## src/core/spl_pkg.sv

```systemverilog
// spl_pkg: register map, field positions, reset values, modes and the
// pattern feedback function of the serial port loop and test datapath.
// assumes a 32-bit classic wishbone slave with byte addresses.
package spl_pkg;

	// ------------------------------------------------------------
	// register byte addresses
	// ------------------------------------------------------------
	localparam logic [7:0] ADR_CTRL     = 8'h00;
	localparam logic [7:0] ADR_CMD      = 8'h04;
	localparam logic [7:0] ADR_BUFCFG   = 8'h08;
	localparam logic [7:0] ADR_PKTCFG   = 8'h0c;
	localparam logic [7:0] ADR_STATUS   = 8'h10;
	localparam logic [7:0] ADR_CNT_BASE = 8'h14;
	localparam logic [7:0] ADR_CNT_END  = 8'h34;

	// ------------------------------------------------------------
	// field positions
	// ------------------------------------------------------------
	localparam int CTRL_LOOP_LSB  = 0;
	localparam int CTRL_TXDIR_LSB = 2;
	localparam int CTRL_RXDIR_LSB = 4;
	localparam int CTRL_PAT_LSB   = 6;
	localparam int CTRL_EN_BIT    = 10;
	localparam int CMD_RECENTER   = 0;
	localparam int CMD_INJECT     = 1;
	localparam int CMD_CLEAR      = 2;
	localparam int CMD_DELETE     = 3;

	// ------------------------------------------------------------
	// reset values: pattern 2^15-1, target 4, max 16, starve 5,
	// 256-bit packets, fill byte all ones
	// ------------------------------------------------------------
	localparam logic [31:0] CTRL_RST   = 32'h0000_0100;
	localparam logic [31:0] BUFCFG_RST = 32'h0005_1004;
	localparam logic [31:0] PKTCFG_RST = 32'h00ff_0100;

	// ------------------------------------------------------------
	// statistics counter indices
	// ------------------------------------------------------------
	localparam int CNT_MISSING  = 0;
	localparam int CNT_LATE     = 1;
	localparam int CNT_RECENTER = 2;
	localparam int CNT_UNDER    = 3;
	localparam int CNT_OVER     = 4;
	localparam int CNT_STARVE   = 5;
	localparam int CNT_BERR     = 6;
	localparam int CNT_BLOSS    = 7;
	localparam int CNT_NUM      = 8;

	// checker: matches needed for sync, consecutive errors for loss
	localparam logic [5:0] CHK_SYNC_RUN  = 6'h20;
	localparam logic [2:0] CHK_LOSS_ERRS = 3'h4;

	typedef enum logic [1:0] {LOOP_NONE, LOOP_TOWARD_NETWORK, LOOP_TOWARD_SERIAL} spl_loop_t;
	typedef enum logic [1:0] {DIR_OFF, DIR_NET, DIR_SERIAL} spl_dir_t;
	typedef enum logic [3:0] {
		PAT_MARK, PAT_ALTERNATING, PAT_511, PAT_2047, PAT_2E15,
		PAT_2E20, PAT_2E23, PAT_2E29, PAT_2E31
	} spl_pat_t;

	// feedback bit of the pattern shift register, newest bit in r[0]
	function automatic logic spl_prbs_fb(input logic [30:0] r, input spl_pat_t p);
		case (p)
			PAT_MARK:        return 1'b1;
			PAT_ALTERNATING: return ~r[0];
			PAT_511:         return r[8] ^ r[4];
			PAT_2047:        return r[10] ^ r[8];
			PAT_2E15:        return r[14] ^ r[13];
			PAT_2E20:        return r[19] ^ r[2];
			PAT_2E23:        return r[22] ^ r[17];
			PAT_2E29:        return r[28] ^ r[26];
			PAT_2E31:        return r[30] ^ r[27];
			default:         return 1'b1;
		endcase
	endfunction

endpackage

```

## src/core/spl_bert_if.sv

```systemverilog
// spl_bert_if: link between the port core and its test pattern
// generator and checker. assumes all users share one clock.
interface spl_bert_if;
	import spl_pkg::*;
	spl_pat_t pattern;
	logic     gen_adv;
	logic     gen_inject;
	logic     gen_bit;
	logic     chk_valid;
	logic     chk_bit;
	logic     chk_sync;
	logic     chk_err;
	logic     chk_loss;
	modport core (output pattern, gen_adv, gen_inject, chk_valid, chk_bit,
		input gen_bit, chk_sync, chk_err, chk_loss);
	modport gen (input pattern, gen_adv, gen_inject, output gen_bit);
	modport chk (input pattern, chk_valid, chk_bit, output chk_sync, chk_err, chk_loss);
endinterface

```

## src/core/spl_bert_chk.sv

```systemverilog
// spl_bert_chk: test pattern checker of one port; observes only.
// assumes chk_valid pulses once per observed bit.
module spl_bert_chk
	import spl_pkg::*;
(
	input wire logic clk_in,
	input wire logic rst_b_in,
	spl_bert_if.chk  bert
);
	typedef struct packed {
		logic [30:0] ref_q;
		logic        sync;
		logic [5:0]  run;
		logic [2:0]  errs;
		logic        err;
		logic        loss;
	} spl_chk_st_t;

	spl_chk_st_t st;
	spl_chk_st_t next_st;
	logic        pred;

	assign pred = spl_prbs_fb(st.ref_q, bert.pattern);

	// ------------------------------------------------------------
	// hunt by loading received bits, then free-run and compare
	// ------------------------------------------------------------
	always_comb begin
		next_st      = st;
		next_st.err  = 1'b0;
		next_st.loss = 1'b0;
		if (bert.chk_valid && !st.sync) begin
			next_st.ref_q = {st.ref_q[29:0], bert.chk_bit};
			next_st.run   = (bert.chk_bit == pred) ? st.run + 6'h01 : 6'h00;
			if (bert.chk_bit == pred && st.run == CHK_SYNC_RUN - 6'h01) begin
				next_st.sync = 1'b1;
				next_st.errs = 3'h0;
			end
		end else if (bert.chk_valid) begin
			next_st.ref_q = {st.ref_q[29:0], pred};
			if (bert.chk_bit != pred) begin
				next_st.err  = 1'b1;
				next_st.errs = st.errs + 3'h1;
				if (st.errs == CHK_LOSS_ERRS - 3'h1) begin
					next_st.sync = 1'b0;
					next_st.loss = 1'b1;
					next_st.run  = 6'h00;
				end
			end else begin
				next_st.errs = 3'h0;
			end
		end
	end

	// state register
	always_ff @(posedge clk_in or negedge rst_b_in) begin
		if (!rst_b_in) begin
			st <= '0;
		end else begin
			st <= next_st;
		end
	end

	assign bert.chk_sync = st.sync;
	assign bert.chk_err  = st.err;
	assign bert.chk_loss = st.loss;
endmodule

```

## src/core/spl_bert_gen.sv

```systemverilog
// spl_bert_gen: test pattern generator of one port.
// assumes gen_adv pulses once per transmitted bit.
module spl_bert_gen
	import spl_pkg::*;
(
	input wire logic clk_in,
	input wire logic rst_b_in,
	spl_bert_if.gen  bert
);
	typedef struct packed {
		logic [30:0] lfsr;
		logic        inj;
	} spl_gen_st_t;

	spl_gen_st_t st;
	spl_gen_st_t next_st;

	// ------------------------------------------------------------
	// pattern shift and one-bit error insertion
	// ------------------------------------------------------------
	always_comb begin
		next_st = st;
		if (bert.gen_inject) begin
			next_st.inj = 1'b1;
		end
		if (bert.gen_adv) begin
			next_st.lfsr = {st.lfsr[29:0], spl_prbs_fb(st.lfsr, bert.pattern)};
			next_st.inj  = bert.gen_inject; // flipped bit consumed
		end
	end

	// state register
	always_ff @(posedge clk_in or negedge rst_b_in) begin
		if (!rst_b_in) begin
			st <= '{lfsr: 31'h7fff_ffff, inj: 1'b0};
		end else begin
			st <= next_st;
		end
	end

	assign bert.gen_bit = st.lfsr[0] ^ st.inj;
endmodule

```

## src/core/spl_port_core.sv

```systemverilog
// spl_port_core: one serial port's packet playout, fill substitution,
// loops, statistics and bit error test, behind a wishbone slave.
// assumes inputs synchronous to clk_in; the packet buffer itself lives
// outside and is steered by take and recenter pulses.
// Notes on behaviour
// - missing packet slot plays the fill pattern
// - fill lasts one packet of bits unless a recenter restarts the slot
// - late packet counts missing and late
// - recenter sets buffer depth to target
// - recenter causes one slot realignment only
// - delete disables, next register write takes defaults in its unwritten bytes
// - no-loop restores normal flow both ways
// - network loop returns network data, still delivered
// - network loop blocks serial data toward network
// - serial loop returns serial data, still forwarded
// - serial loop blocks network data toward serial
// - each port has own generator and checker
// - injection replaces user data one direction only
// - checker only observes, never alters traffic
// - mark, alternating and seven pseudorandom patterns
// - clear command zeroes all statistics counters, except one with an event in the clear cycle, which reads 1
// - missing run above threshold counts starvation
// - auto recenter on underflow or overflow, counted
// - error inject flips one generated bit
module spl_port_core
	import spl_pkg::*;
#(
	parameter int CNT_W = 32
) (
	input  wire logic        clk_in,
	input  wire logic        rst_b_in,
	input  wire logic        wb_cyc_in,
	input  wire logic        wb_stb_in,
	input  wire logic        wb_we_in,
	input  wire logic [7:0]  wb_adr_in,
	input  wire logic [3:0]  wb_sel_in,
	input  wire logic [31:0] wb_dat_in,
	output wire logic [31:0] wb_dat_out,
	output wire logic        wb_ack_out,
	input  wire logic        ser_rx_valid_in,
	input  wire logic        ser_rx_bit_in,
	input  wire logic        ser_tx_req_in,
	output wire logic        ser_tx_valid_out,
	output wire logic        ser_tx_bit_out,
	input  wire logic        net_rx_bit_in,
	input  wire logic        net_pkt_arrive_in,
	input  wire logic        net_late_in,
	output wire logic        net_pkt_take_out,
	output wire logic        net_tx_valid_out,
	output wire logic        net_tx_bit_out,
	output wire logic        buf_recenter_out,
	output wire logic        port_active_out
);
	typedef enum logic {PLAY_DATA, PLAY_FILL} spl_play_t;

	typedef struct packed {
		spl_loop_t                         loop;
		spl_dir_t                          txdir;
		spl_dir_t                          rxdir;
		spl_pat_t                          pat;
		logic                              en;
		logic                              del_pend;
		logic [7:0]                        target;
		logic [7:0]                        maxd;
		logic [7:0]                        thr;
		logic [15:0]                       pkt_bits;
		logic [7:0]                        fill;
		logic [7:0]                        depth;
		spl_play_t                         play;
		logic [15:0]                       bitcnt;
		logic [7:0]                        miss_run;
		logic [CNT_NUM-1:0][CNT_W-1:0]     cnt;
		logic                              ack;
		logic [31:0]                       rdata;
		logic                              ser_last;
		logic                              ser_tx_valid;
		logic                              ser_tx_bit;
		logic                              net_tx_valid;
		logic                              net_tx_bit;
		logic                              take;
		logic                              recenter;
	} spl_core_st_t;

	spl_core_st_t         st;
	spl_core_st_t         next_st;
	spl_bert_if           bert ();
	logic                 acc;
	logic                 wr;
	logic                 cmd_rc;
	logic                 cmd_inj;
	logic                 cmd_clr;
	logic                 cmd_del;
	logic                 slot_start;
	logic                 avail;
	logic                 played;
	logic                 ser_stb;
	logic                 net_stb;
	logic [CNT_NUM-1:0]   inc;
	logic                 rc_any;
	logic [8:0]           depth_a;

	// byte-lane merge of a register write
	function automatic logic [31:0] merge(input logic [31:0] old,
		input logic [31:0] dat, input logic [3:0] sel);
		logic [31:0] res;
		res = old;
		for (int b = 0; b < 4; b++) begin
			if (sel[b]) begin
				res[8*b +: 8] = dat[8*b +: 8];
			end
		end
		return res;
	endfunction

	// ------------------------------------------------------------
	// per-port generator and checker
	// ------------------------------------------------------------
	spl_bert_gen u_gen (
		.clk_in   (clk_in),
		.rst_b_in (rst_b_in),
		.bert     (bert.gen)
	);
	spl_bert_chk u_chk (
		.clk_in   (clk_in),
		.rst_b_in (rst_b_in),
		.bert     (bert.chk)
	);

	// ------------------------------------------------------------
	// bus decode and command strobes
	// ------------------------------------------------------------
	assign acc     = wb_cyc_in & wb_stb_in & ~st.ack;
	assign wr      = acc & wb_we_in;
	assign cmd_rc  = wr && wb_adr_in == ADR_CMD && wb_sel_in[0] && wb_dat_in[CMD_RECENTER];
	assign cmd_inj = wr && wb_adr_in == ADR_CMD && wb_sel_in[0] && wb_dat_in[CMD_INJECT];
	assign cmd_clr = wr && wb_adr_in == ADR_CMD && wb_sel_in[0] && wb_dat_in[CMD_CLEAR];
	assign cmd_del = wr && wb_adr_in == ADR_CMD && wb_sel_in[0] && wb_dat_in[CMD_DELETE];

	// playout slot and the bit played toward the serial side
	assign slot_start = st.en && ser_tx_req_in && st.bitcnt == 16'h0000;
	assign avail      = st.depth != 8'h00 && !net_late_in;
	assign played     = (slot_start ? avail : st.play == PLAY_DATA) ?
		net_rx_bit_in : st.fill[st.bitcnt[2:0]];
	assign ser_stb    = st.en && ser_tx_req_in;
	assign net_stb    = st.en && ((st.loop == LOOP_TOWARD_NETWORK) ? ser_tx_req_in
		: ser_rx_valid_in);

	// generator steps with the direction it feeds; checker taps a stream
	assign bert.pattern    = st.pat;
	assign bert.gen_inject = cmd_inj;
	assign bert.gen_adv    = (st.txdir == DIR_NET && net_stb)
		|| (st.txdir == DIR_SERIAL && ser_stb);
	assign bert.chk_valid  = st.en && ((st.rxdir == DIR_NET && ser_tx_req_in)
		|| (st.rxdir == DIR_SERIAL && ser_rx_valid_in));
	assign bert.chk_bit    = (st.rxdir == DIR_NET) ? played : ser_rx_bit_in;

	// ------------------------------------------------------------
	// next state
	// ------------------------------------------------------------
	always_comb begin
		logic [31:0] w;
		logic [CNT_W-1:0] c;
		w       = '0;
		c       = '0;
		next_st = st;
		inc     = '0;
		rc_any  = 1'b0;
		depth_a = {1'b0, st.depth} + {8'h00, st.en & net_pkt_arrive_in};
		next_st.ack          = acc;
		next_st.take         = 1'b0;
		next_st.recenter     = 1'b0;
		next_st.ser_tx_valid = ser_stb;
		next_st.net_tx_valid = net_stb;

		// slot decision: packet or fill for one packet of bits
		if (slot_start && avail) begin
			depth_a          = depth_a - 9'h001;
			next_st.take     = 1'b1;
			next_st.play     = PLAY_DATA;
			next_st.miss_run = 8'h00;
		end else if (slot_start) begin
			next_st.play        = PLAY_FILL;
			inc[CNT_MISSING]    = 1'b1;
			inc[CNT_LATE]       = net_late_in;
			inc[CNT_UNDER]      = st.depth == 8'h00;
			inc[CNT_STARVE]     = st.miss_run == st.thr;
			if (st.miss_run != 8'hff) begin
				next_st.miss_run = st.miss_run + 8'h01;
			end
		end
		if (ser_stb) begin
			next_st.bitcnt = (st.bitcnt == st.pkt_bits - 16'h0001) ? 16'h0000
				: st.bitcnt + 16'h0001;
		end
		inc[CNT_OVER]  = st.en && net_pkt_arrive_in && depth_a > {1'b0, st.maxd};
		inc[CNT_BERR]  = bert.chk_err;
		inc[CNT_BLOSS] = bert.chk_loss;

		// manual or automatic recenter restarts the slot once
		rc_any = cmd_rc || inc[CNT_UNDER] || inc[CNT_OVER] || inc[CNT_STARVE];
		inc[CNT_RECENTER] = rc_any;
		if (rc_any) begin
			next_st.depth    = st.target;
			next_st.bitcnt   = 16'h0000;
			next_st.recenter = 1'b1;
		end else begin
			next_st.depth = depth_a[7:0];
		end

		// data toward serial side and toward network
		if (st.txdir == DIR_SERIAL) begin
			next_st.ser_tx_bit = bert.gen_bit;
		end else if (st.loop == LOOP_TOWARD_SERIAL) begin
			next_st.ser_tx_bit = st.ser_last;
		end else begin
			next_st.ser_tx_bit = played;
		end
		if (st.txdir == DIR_NET) begin
			next_st.net_tx_bit = bert.gen_bit;
		end else if (st.loop == LOOP_TOWARD_NETWORK) begin
			next_st.net_tx_bit = played;
		end else begin
			next_st.net_tx_bit = ser_rx_bit_in;
		end
		if (ser_rx_valid_in) begin
			next_st.ser_last = ser_rx_bit_in;
		end
		if (!ser_stb) begin
			next_st.ser_tx_bit = st.ser_tx_bit;
		end
		if (!net_stb) begin
			next_st.net_tx_bit = st.net_tx_bit;
		end

		// saturating counters; an event in the clear cycle survives
		for (int i = 0; i < CNT_NUM; i++) begin
			c = cmd_clr ? '0 : st.cnt[i];
			if (inc[i] && c != '1) begin
				c = c + 1'b1;
			end
			next_st.cnt[i] = c;
		end

		// register writes; in the first write after delete unwritten bytes take defaults
		if (wr && wb_adr_in == ADR_CTRL) begin
			w = merge(st.del_pend ? CTRL_RST : {21'h0, st.en, st.pat, st.rxdir,
				st.txdir, st.loop}, wb_dat_in, wb_sel_in);
			next_st.loop     = spl_loop_t'(w[CTRL_LOOP_LSB +: 2]);
			next_st.txdir    = spl_dir_t'(w[CTRL_TXDIR_LSB +: 2]);
			next_st.rxdir    = spl_dir_t'(w[CTRL_RXDIR_LSB +: 2]);
			next_st.pat      = spl_pat_t'(w[CTRL_PAT_LSB +: 4]);
			next_st.en       = w[CTRL_EN_BIT];
			next_st.del_pend = 1'b0;
		end else if (wr && wb_adr_in == ADR_BUFCFG) begin
			w = merge(st.del_pend ? BUFCFG_RST : {8'h00, st.thr, st.maxd, st.target},
				wb_dat_in, wb_sel_in);
			next_st.target   = w[7:0];
			next_st.maxd     = w[15:8];
			next_st.thr      = w[23:16];
			next_st.del_pend = 1'b0;
		end else if (wr && wb_adr_in == ADR_PKTCFG) begin
			w = merge(st.del_pend ? PKTCFG_RST : {8'h00, st.fill, st.pkt_bits},
				wb_dat_in, wb_sel_in);
			next_st.pkt_bits = w[15:0];
			next_st.fill     = w[23:16];
			next_st.del_pend = 1'b0;
		end
		if (cmd_del) begin
			next_st.en       = 1'b0;
			next_st.del_pend = 1'b1;
		end

		// read data, unmapped reads zero
		if (wb_adr_in == ADR_CTRL) begin
			next_st.rdata = {21'h0, st.en, st.pat, st.rxdir, st.txdir, st.loop};
		end else if (wb_adr_in == ADR_BUFCFG) begin
			next_st.rdata = {8'h00, st.thr, st.maxd, st.target};
		end else if (wb_adr_in == ADR_PKTCFG) begin
			next_st.rdata = {8'h00, st.fill, st.pkt_bits};
		end else if (wb_adr_in == ADR_STATUS) begin
			next_st.rdata = {21'h0, st.del_pend, st.en, bert.chk_sync, st.depth};
		end else if (wb_adr_in >= ADR_CNT_BASE && wb_adr_in < ADR_CNT_END) begin
			next_st.rdata = 32'(st.cnt[3'((wb_adr_in - ADR_CNT_BASE) >> 2)]);
		end else begin
			next_st.rdata = 32'h0000_0000;
		end
		if (!acc) begin
			next_st.rdata = st.rdata;
		end
	end

	// state register
	always_ff @(posedge clk_in or negedge rst_b_in) begin
		if (!rst_b_in) begin
			st          <= '0;
			st.pat      <= spl_pat_t'(CTRL_RST[CTRL_PAT_LSB +: 4]);
			st.target   <= BUFCFG_RST[7:0];
			st.maxd     <= BUFCFG_RST[15:8];
			st.thr      <= BUFCFG_RST[23:16];
			st.pkt_bits <= PKTCFG_RST[15:0];
			st.fill     <= PKTCFG_RST[23:16];
		end else begin
			st <= next_st;
		end
	end

	assign wb_dat_out       = st.rdata;
	assign wb_ack_out       = st.ack;
	assign ser_tx_valid_out = st.ser_tx_valid;
	assign ser_tx_bit_out   = st.ser_tx_bit;
	assign net_tx_valid_out = st.net_tx_valid;
	assign net_tx_bit_out   = st.net_tx_bit;
	assign net_pkt_take_out = st.take;
	assign buf_recenter_out = st.recenter;
	assign port_active_out  = st.en;
endmodule

```

## config.mk

```make
export PLATFORM = sky130hd
export DESIGN_NAME = spl_port_core
export DESIGN_NICKNAME = d
export VERILOG_FILES = /design/src/core/spl_pkg.sv /design/src/core/spl_bert_if.sv /design/src/core/spl_bert_chk.sv /design/src/core/spl_bert_gen.sv /design/src/core/spl_port_core.sv
export SDC_FILE = /design/constraint.sdc
export NUM_CORES = 1
export LEC_CHECK = 0
export ABC_CLOCK_PERIOD_IN_PS = 5740
export BUFFER_PORTS_ARGS = -buffer_cell sky130_fd_sc_hd__buf_2
export CAP_MARGIN = 20
export CORE_ASPECT_RATIO = 1.1
export CORE_MARGIN = 2
export CORE_UTILIZATION = 40
export CTS_CLUSTER_SIZE = 10
export DETAILED_ROUTE_END_ITERATION = 12
export GPL_TIMING_DRIVEN = 0
export PLACE_DENSITY_LB_ADDON = 0.2
export SYNTH_ARGS = -nofsm -noshare
export SYNTH_HDL_FRONTEND = slang
export SYNTH_SLANG_ARGS = --single-unit
```

## constraint.sdc

```tcl
create_clock -name clk_in -period 5.74 [get_ports clk_in]
set_clock_uncertainty 0.15 [all_clocks]
set_input_delay 0.574 -clock clk_in [delete_from_list [all_inputs] [get_ports clk_in]]
set_output_delay 0.574 -clock clk_in [all_outputs]
set_load 0.01 [all_outputs]
```

==> results.md <==
* Max VDD drop at 0.291 mV
* Reg area at 11700 um2
* Leakage at 12.9 nW
* Chip Height at 272 um
* Predominant post-synthesis flop cell: dfrtp_1
* # rows at 98
* Sequential area share after synthesis at 0.446
* Residual DRC at 0
* Routed len/inst at 22.8 um
* Remaining global-route overflow at 0
* Clock Sinks at 464
* Worst-skew pair later-pin latency at 620 ps
* First-pass GRT wire length at 132000 um
* Hold Crit Endpoint: st[353]$_DFFE_PN1P_
* Area Overhead vs Synth at 12.7%
* Die X at 248 um
* Max-slew headroom at 0.199
* Hpwl dp at 64900 um
* Slowest-stage cell, CP: dfrtp_2
* Fmax at 0.181 GHz
* Yosys cell types at 82
* Kind of critical path: flop to flop
* Worst path max stage delay at 490 ps
* Crit-path cells: and2_2, ha_1, ha_1, xor2_1, or3_1, nor4_4, mux2i_1, nor2_1, nor2_1, xnor2_1, ha_1, and3_1, a22oi_1, o211ai_1, o2111ai_1, o211a_2, a21o_1, buf_2, buf_2, o21ai_0, a21oi_1
* Final hold slack at 61.4 ps
* Hold path start: wb_dat_in[16]
* Crit path DAT at 5890 ps
* Post-synth top cells: nand2_1, dfrtp_1, nor2_1, xor2_1, o21ai_0
* Fin. max-slew vios at 0
* Ys async rst share at 1.00
* Post-Syn Instances at 2752
* GP Congestion at 0.927
* Antenna violations before repair at 1
* Worst hold-check path type: input port to flop
* Min Clock Period, post-route at 5510 ps
* Post-synth top area share at 0.401
* Max FO, Critical Path at 10
* Vias in the first global route at 21973
* Worst endpoint required time at 6120 ps
* PwrDens at 234 nW/um2
* Dominant cell type by area after synthesis: dfrtp_1
* CP endpoint kind: flop
* Clock H-tree levels at 2
* Mapped Nets at 2839
* Post-Syn Area per Cell at 9.50 um2
* Largest net degree at the start of global routing at 111
* DIE AREA at 67400 um2
* Setup Viol. Count Final at 0
* Area of the mapped netlist at 26100 um2
* Layout cells sized above 1 at 0.136
* Multi-input logic area at 13500 um2
* Fillcell total at 6163
* Port buffer count at 85
* Root buf cell: clkbuf_16
* Final Hold Viols at 0
* WHS Path Cells at 2
* Post-synth EDFFs at 0
* Core Box Area at 64900 um2
* CTS tree: yes
* Total GRT Usage at 0.256
* Top cells by area, synth: dfrtp_1, nand2_1, mux4_2
* CTS clk-pin slew, worst paths at 60 ps
* Via-to-Cell Ratio at 5.83
* Period utilisation layout at 0.960
* Status: complete, no violations
* Post-route antenna net violation count at 0
* Initial Util at 0.403
* Drt total wl at 86200 um
* Worst Tran Pin Value at 1200 ps
* Top Family by Delay on Critical Path: compound AO/OA/AOI/OAI gates
* DRT iter0 DRCs at 1894
* Max Cap Viol at 0
* Design Power at 0.00689 W
* Worst path bufs/invs at 2
* I/O pin count at 95
* Inserted Clock Buffers at 54
* FF-to-FF setup slack at 230 ps
* RSZ-0062 raised after global routing: no
* Ys Warns at 0
* Worst R2R End: st[111]$_DFF_PN0_
* CP Launch Type: flop
* Drt first pass iters at 6
* #FFs+latches synth at 464
* Most used cell, CP: ha_1
* Max clock buf depth at 3
* Setup TNS at 0 ps
* FF-to-FF Start: port_active_out$_DFFE_PN0P_
* Worst R2R Path Depth at 21
* Total Nets Final at 2990
* Count leader, synth: nand2_1
* DR vias at 22095
[flip-flops by register name, indices dropped and copies added, names as in the netlist]
register and cells:
st 345, u_chk.st 40, u_gen.st 32, wb_dat_out 32, bert.pattern 4, buf_recenter_out 1, net_pkt_take_out 1, net_tx_bit_out 1
net_tx_valid_out 1, port_active_out 1, ser_tx_bit_out 1, ser_tx_valid_out 1, u_chk.bert.chk_err 1, u_chk.bert.chk_loss 1, u_chk.bert.chk_sync 1, wb_ack_out 1
[cell usage in the layout (no fill, tap or decap), types with 9 or more instances in the layout]
cell type,synthesis,layout
nand2_1,428,428
mux2_2,43,43
or3_1,56,56
nor2_1,260,259
ha_1,32,32
clkbuf_1,107,128
nand2b_1,17,17
buf_2,13,98
dfstp_2,45,45
nor4_1,30,29
or4_1,22,22
mux2i_1,36,36
nand3_1,115,114
a22o_1,24,24
and2_1,41,40
nor3_1,39,39
nor2b_1,9,9
a22oi_1,13,13
o22a_1,10,10
clkbuf_16,0,55
mux4_2,66,66
o21ai_0,123,123
a31oi_1,10,10
buf_4,33,39
and4_1,42,42
xnor2_1,115,115
buf_1,15,13
dfrtp_1,419,418
a21oi_1,121,121
nand4_1,83,83
o211ai_1,19,19
xor2_1,135,135
and3_1,44,44
inv_1,54,54
o31ai_1,27,27
[how the worst max path moves through the flow]
stage / from / endpoint / cells past startpoint / slack, ps
2_1_floorplan: wb_adr_in[3] / st[150]$_DFF_PN0_ / 18 / 890
3_3_place_gp: rst_b_in / u_chk.st[22]$_DFFE_PN0N_ / 1 / -5650
3_5_place_dp: wb_adr_in[2] / st[165]$_DFF_PN0_ / 19 / -1660
4_1_cts: port_active_out$_DFFE_PN0P_ / st[321]$_DFF_PN0_ / 22 / 20
5_1_grt: st[310]$_DFFE_PN0P_ / st[111]$_DFF_PN0_ / 19 / 5
6_report: port_active_out$_DFFE_PN0P_ / st[111]$_DFF_PN0_ / 21 / 230
[where the power goes]
group | total (W) | switching [W] | internal [W]
Sequential | 0.00330 | 0.0000134 | 0.00329
Clock | 0.00327 | 0.00141 | 0.00185
Combinational | 0.000327 | 0.000226 | 0.000100
[cells by family (layout without fill, tap and decap cells)]
kind of cell             count (synthesis)  after routing  synth area share
AND/OR/NAND/NOR                       1232           1232             0.231
other                                    0              1                 0
XOR/XNOR                               250            250            0.0837
flip-flops                             464            464             0.446
buffers and inverters                  224            410            0.0381
multiplexers                           145            145            0.0892
adder cells (fa/ha/maj)                 32             32            0.0153
AO/OA/AOI/OAI                          405            405            0.0961
[metal layers]
layer / part of all wire / GRT usage / vias to the layer above / routed length (um)
met5: 0 / 0 / - / 0
met1: 0.41 / 0.329 / 11018 / 35100
met2: 0.48 / 0.425 / 836 / 41400
met4: 0.048 / 0.117 / 0 / 4110
li1: - / - / 10025 / -
met3: 0.065 / 0.0398 / 216 / 5610
[timing repair]
item                                   in CTS  in global routing
setup endpoints to repair                 243                 75
endpoints found under the hold margin      66                  0
setup buffers                               4                  0
pin swaps                                   2                  0
hold buffers                                1                  0
gates resized for setup                     9                  5
[area by class of cell]
class | instances | share of cell area
Antenna cell | 1 | 0.0000850
Clock buffer | 87 | 0.0522
Multi-Input combinational cell | 2064 | 0.459
Clock inverter | 4 | 0.00174
Tap cell | 850 | 0.0361
Buffer | 166 | 0.0266
Timing Repair Buffer | 99 | 0.0215
Sequential cell | 464 | 0.396
Inverter | 54 | 0.00688
[stage by stage]
| stage | std cells | setup slack, ps | util | instance area, um2 |
|---|---|---|---|---|
| 2_1_floorplan | 2752 | 893 | - | 26100 |
| 3_3_place_gp | 3687 | -5650 | 0.426 | 27600 |
| 3_5_place_dp | 3694 | -1660 | 0.428 | 27800 |
| 4_1_cts | 3788 | 16.1 | 0.454 | 29400 |
| 5_1_grt | 3789 | 4.97 | 0.454 | 29500 |
| 6_report | 3789 | 230 | 0.454 | 29500 |
[worst reg2reg max path: stages, from the launching register on]
cell and delay [ps]:
dfrtp_2 490, and2_2 280, ha_1 210, ha_1 250
xor2_1 200, or3_1 400, nor4_4 350, mux2i_1 240
nor2_1 50, nor2_1 130, xnor2_1 200, ha_1 310
and3_1 160, a22oi_1 180, o211ai_1 110, o2111ai_1 210
o211a_2 420, a21o_1 190, buf_2 260, buf_2 330
o21ai_0 160, a21oi_1 150
(Power assumes the default switching activity.)
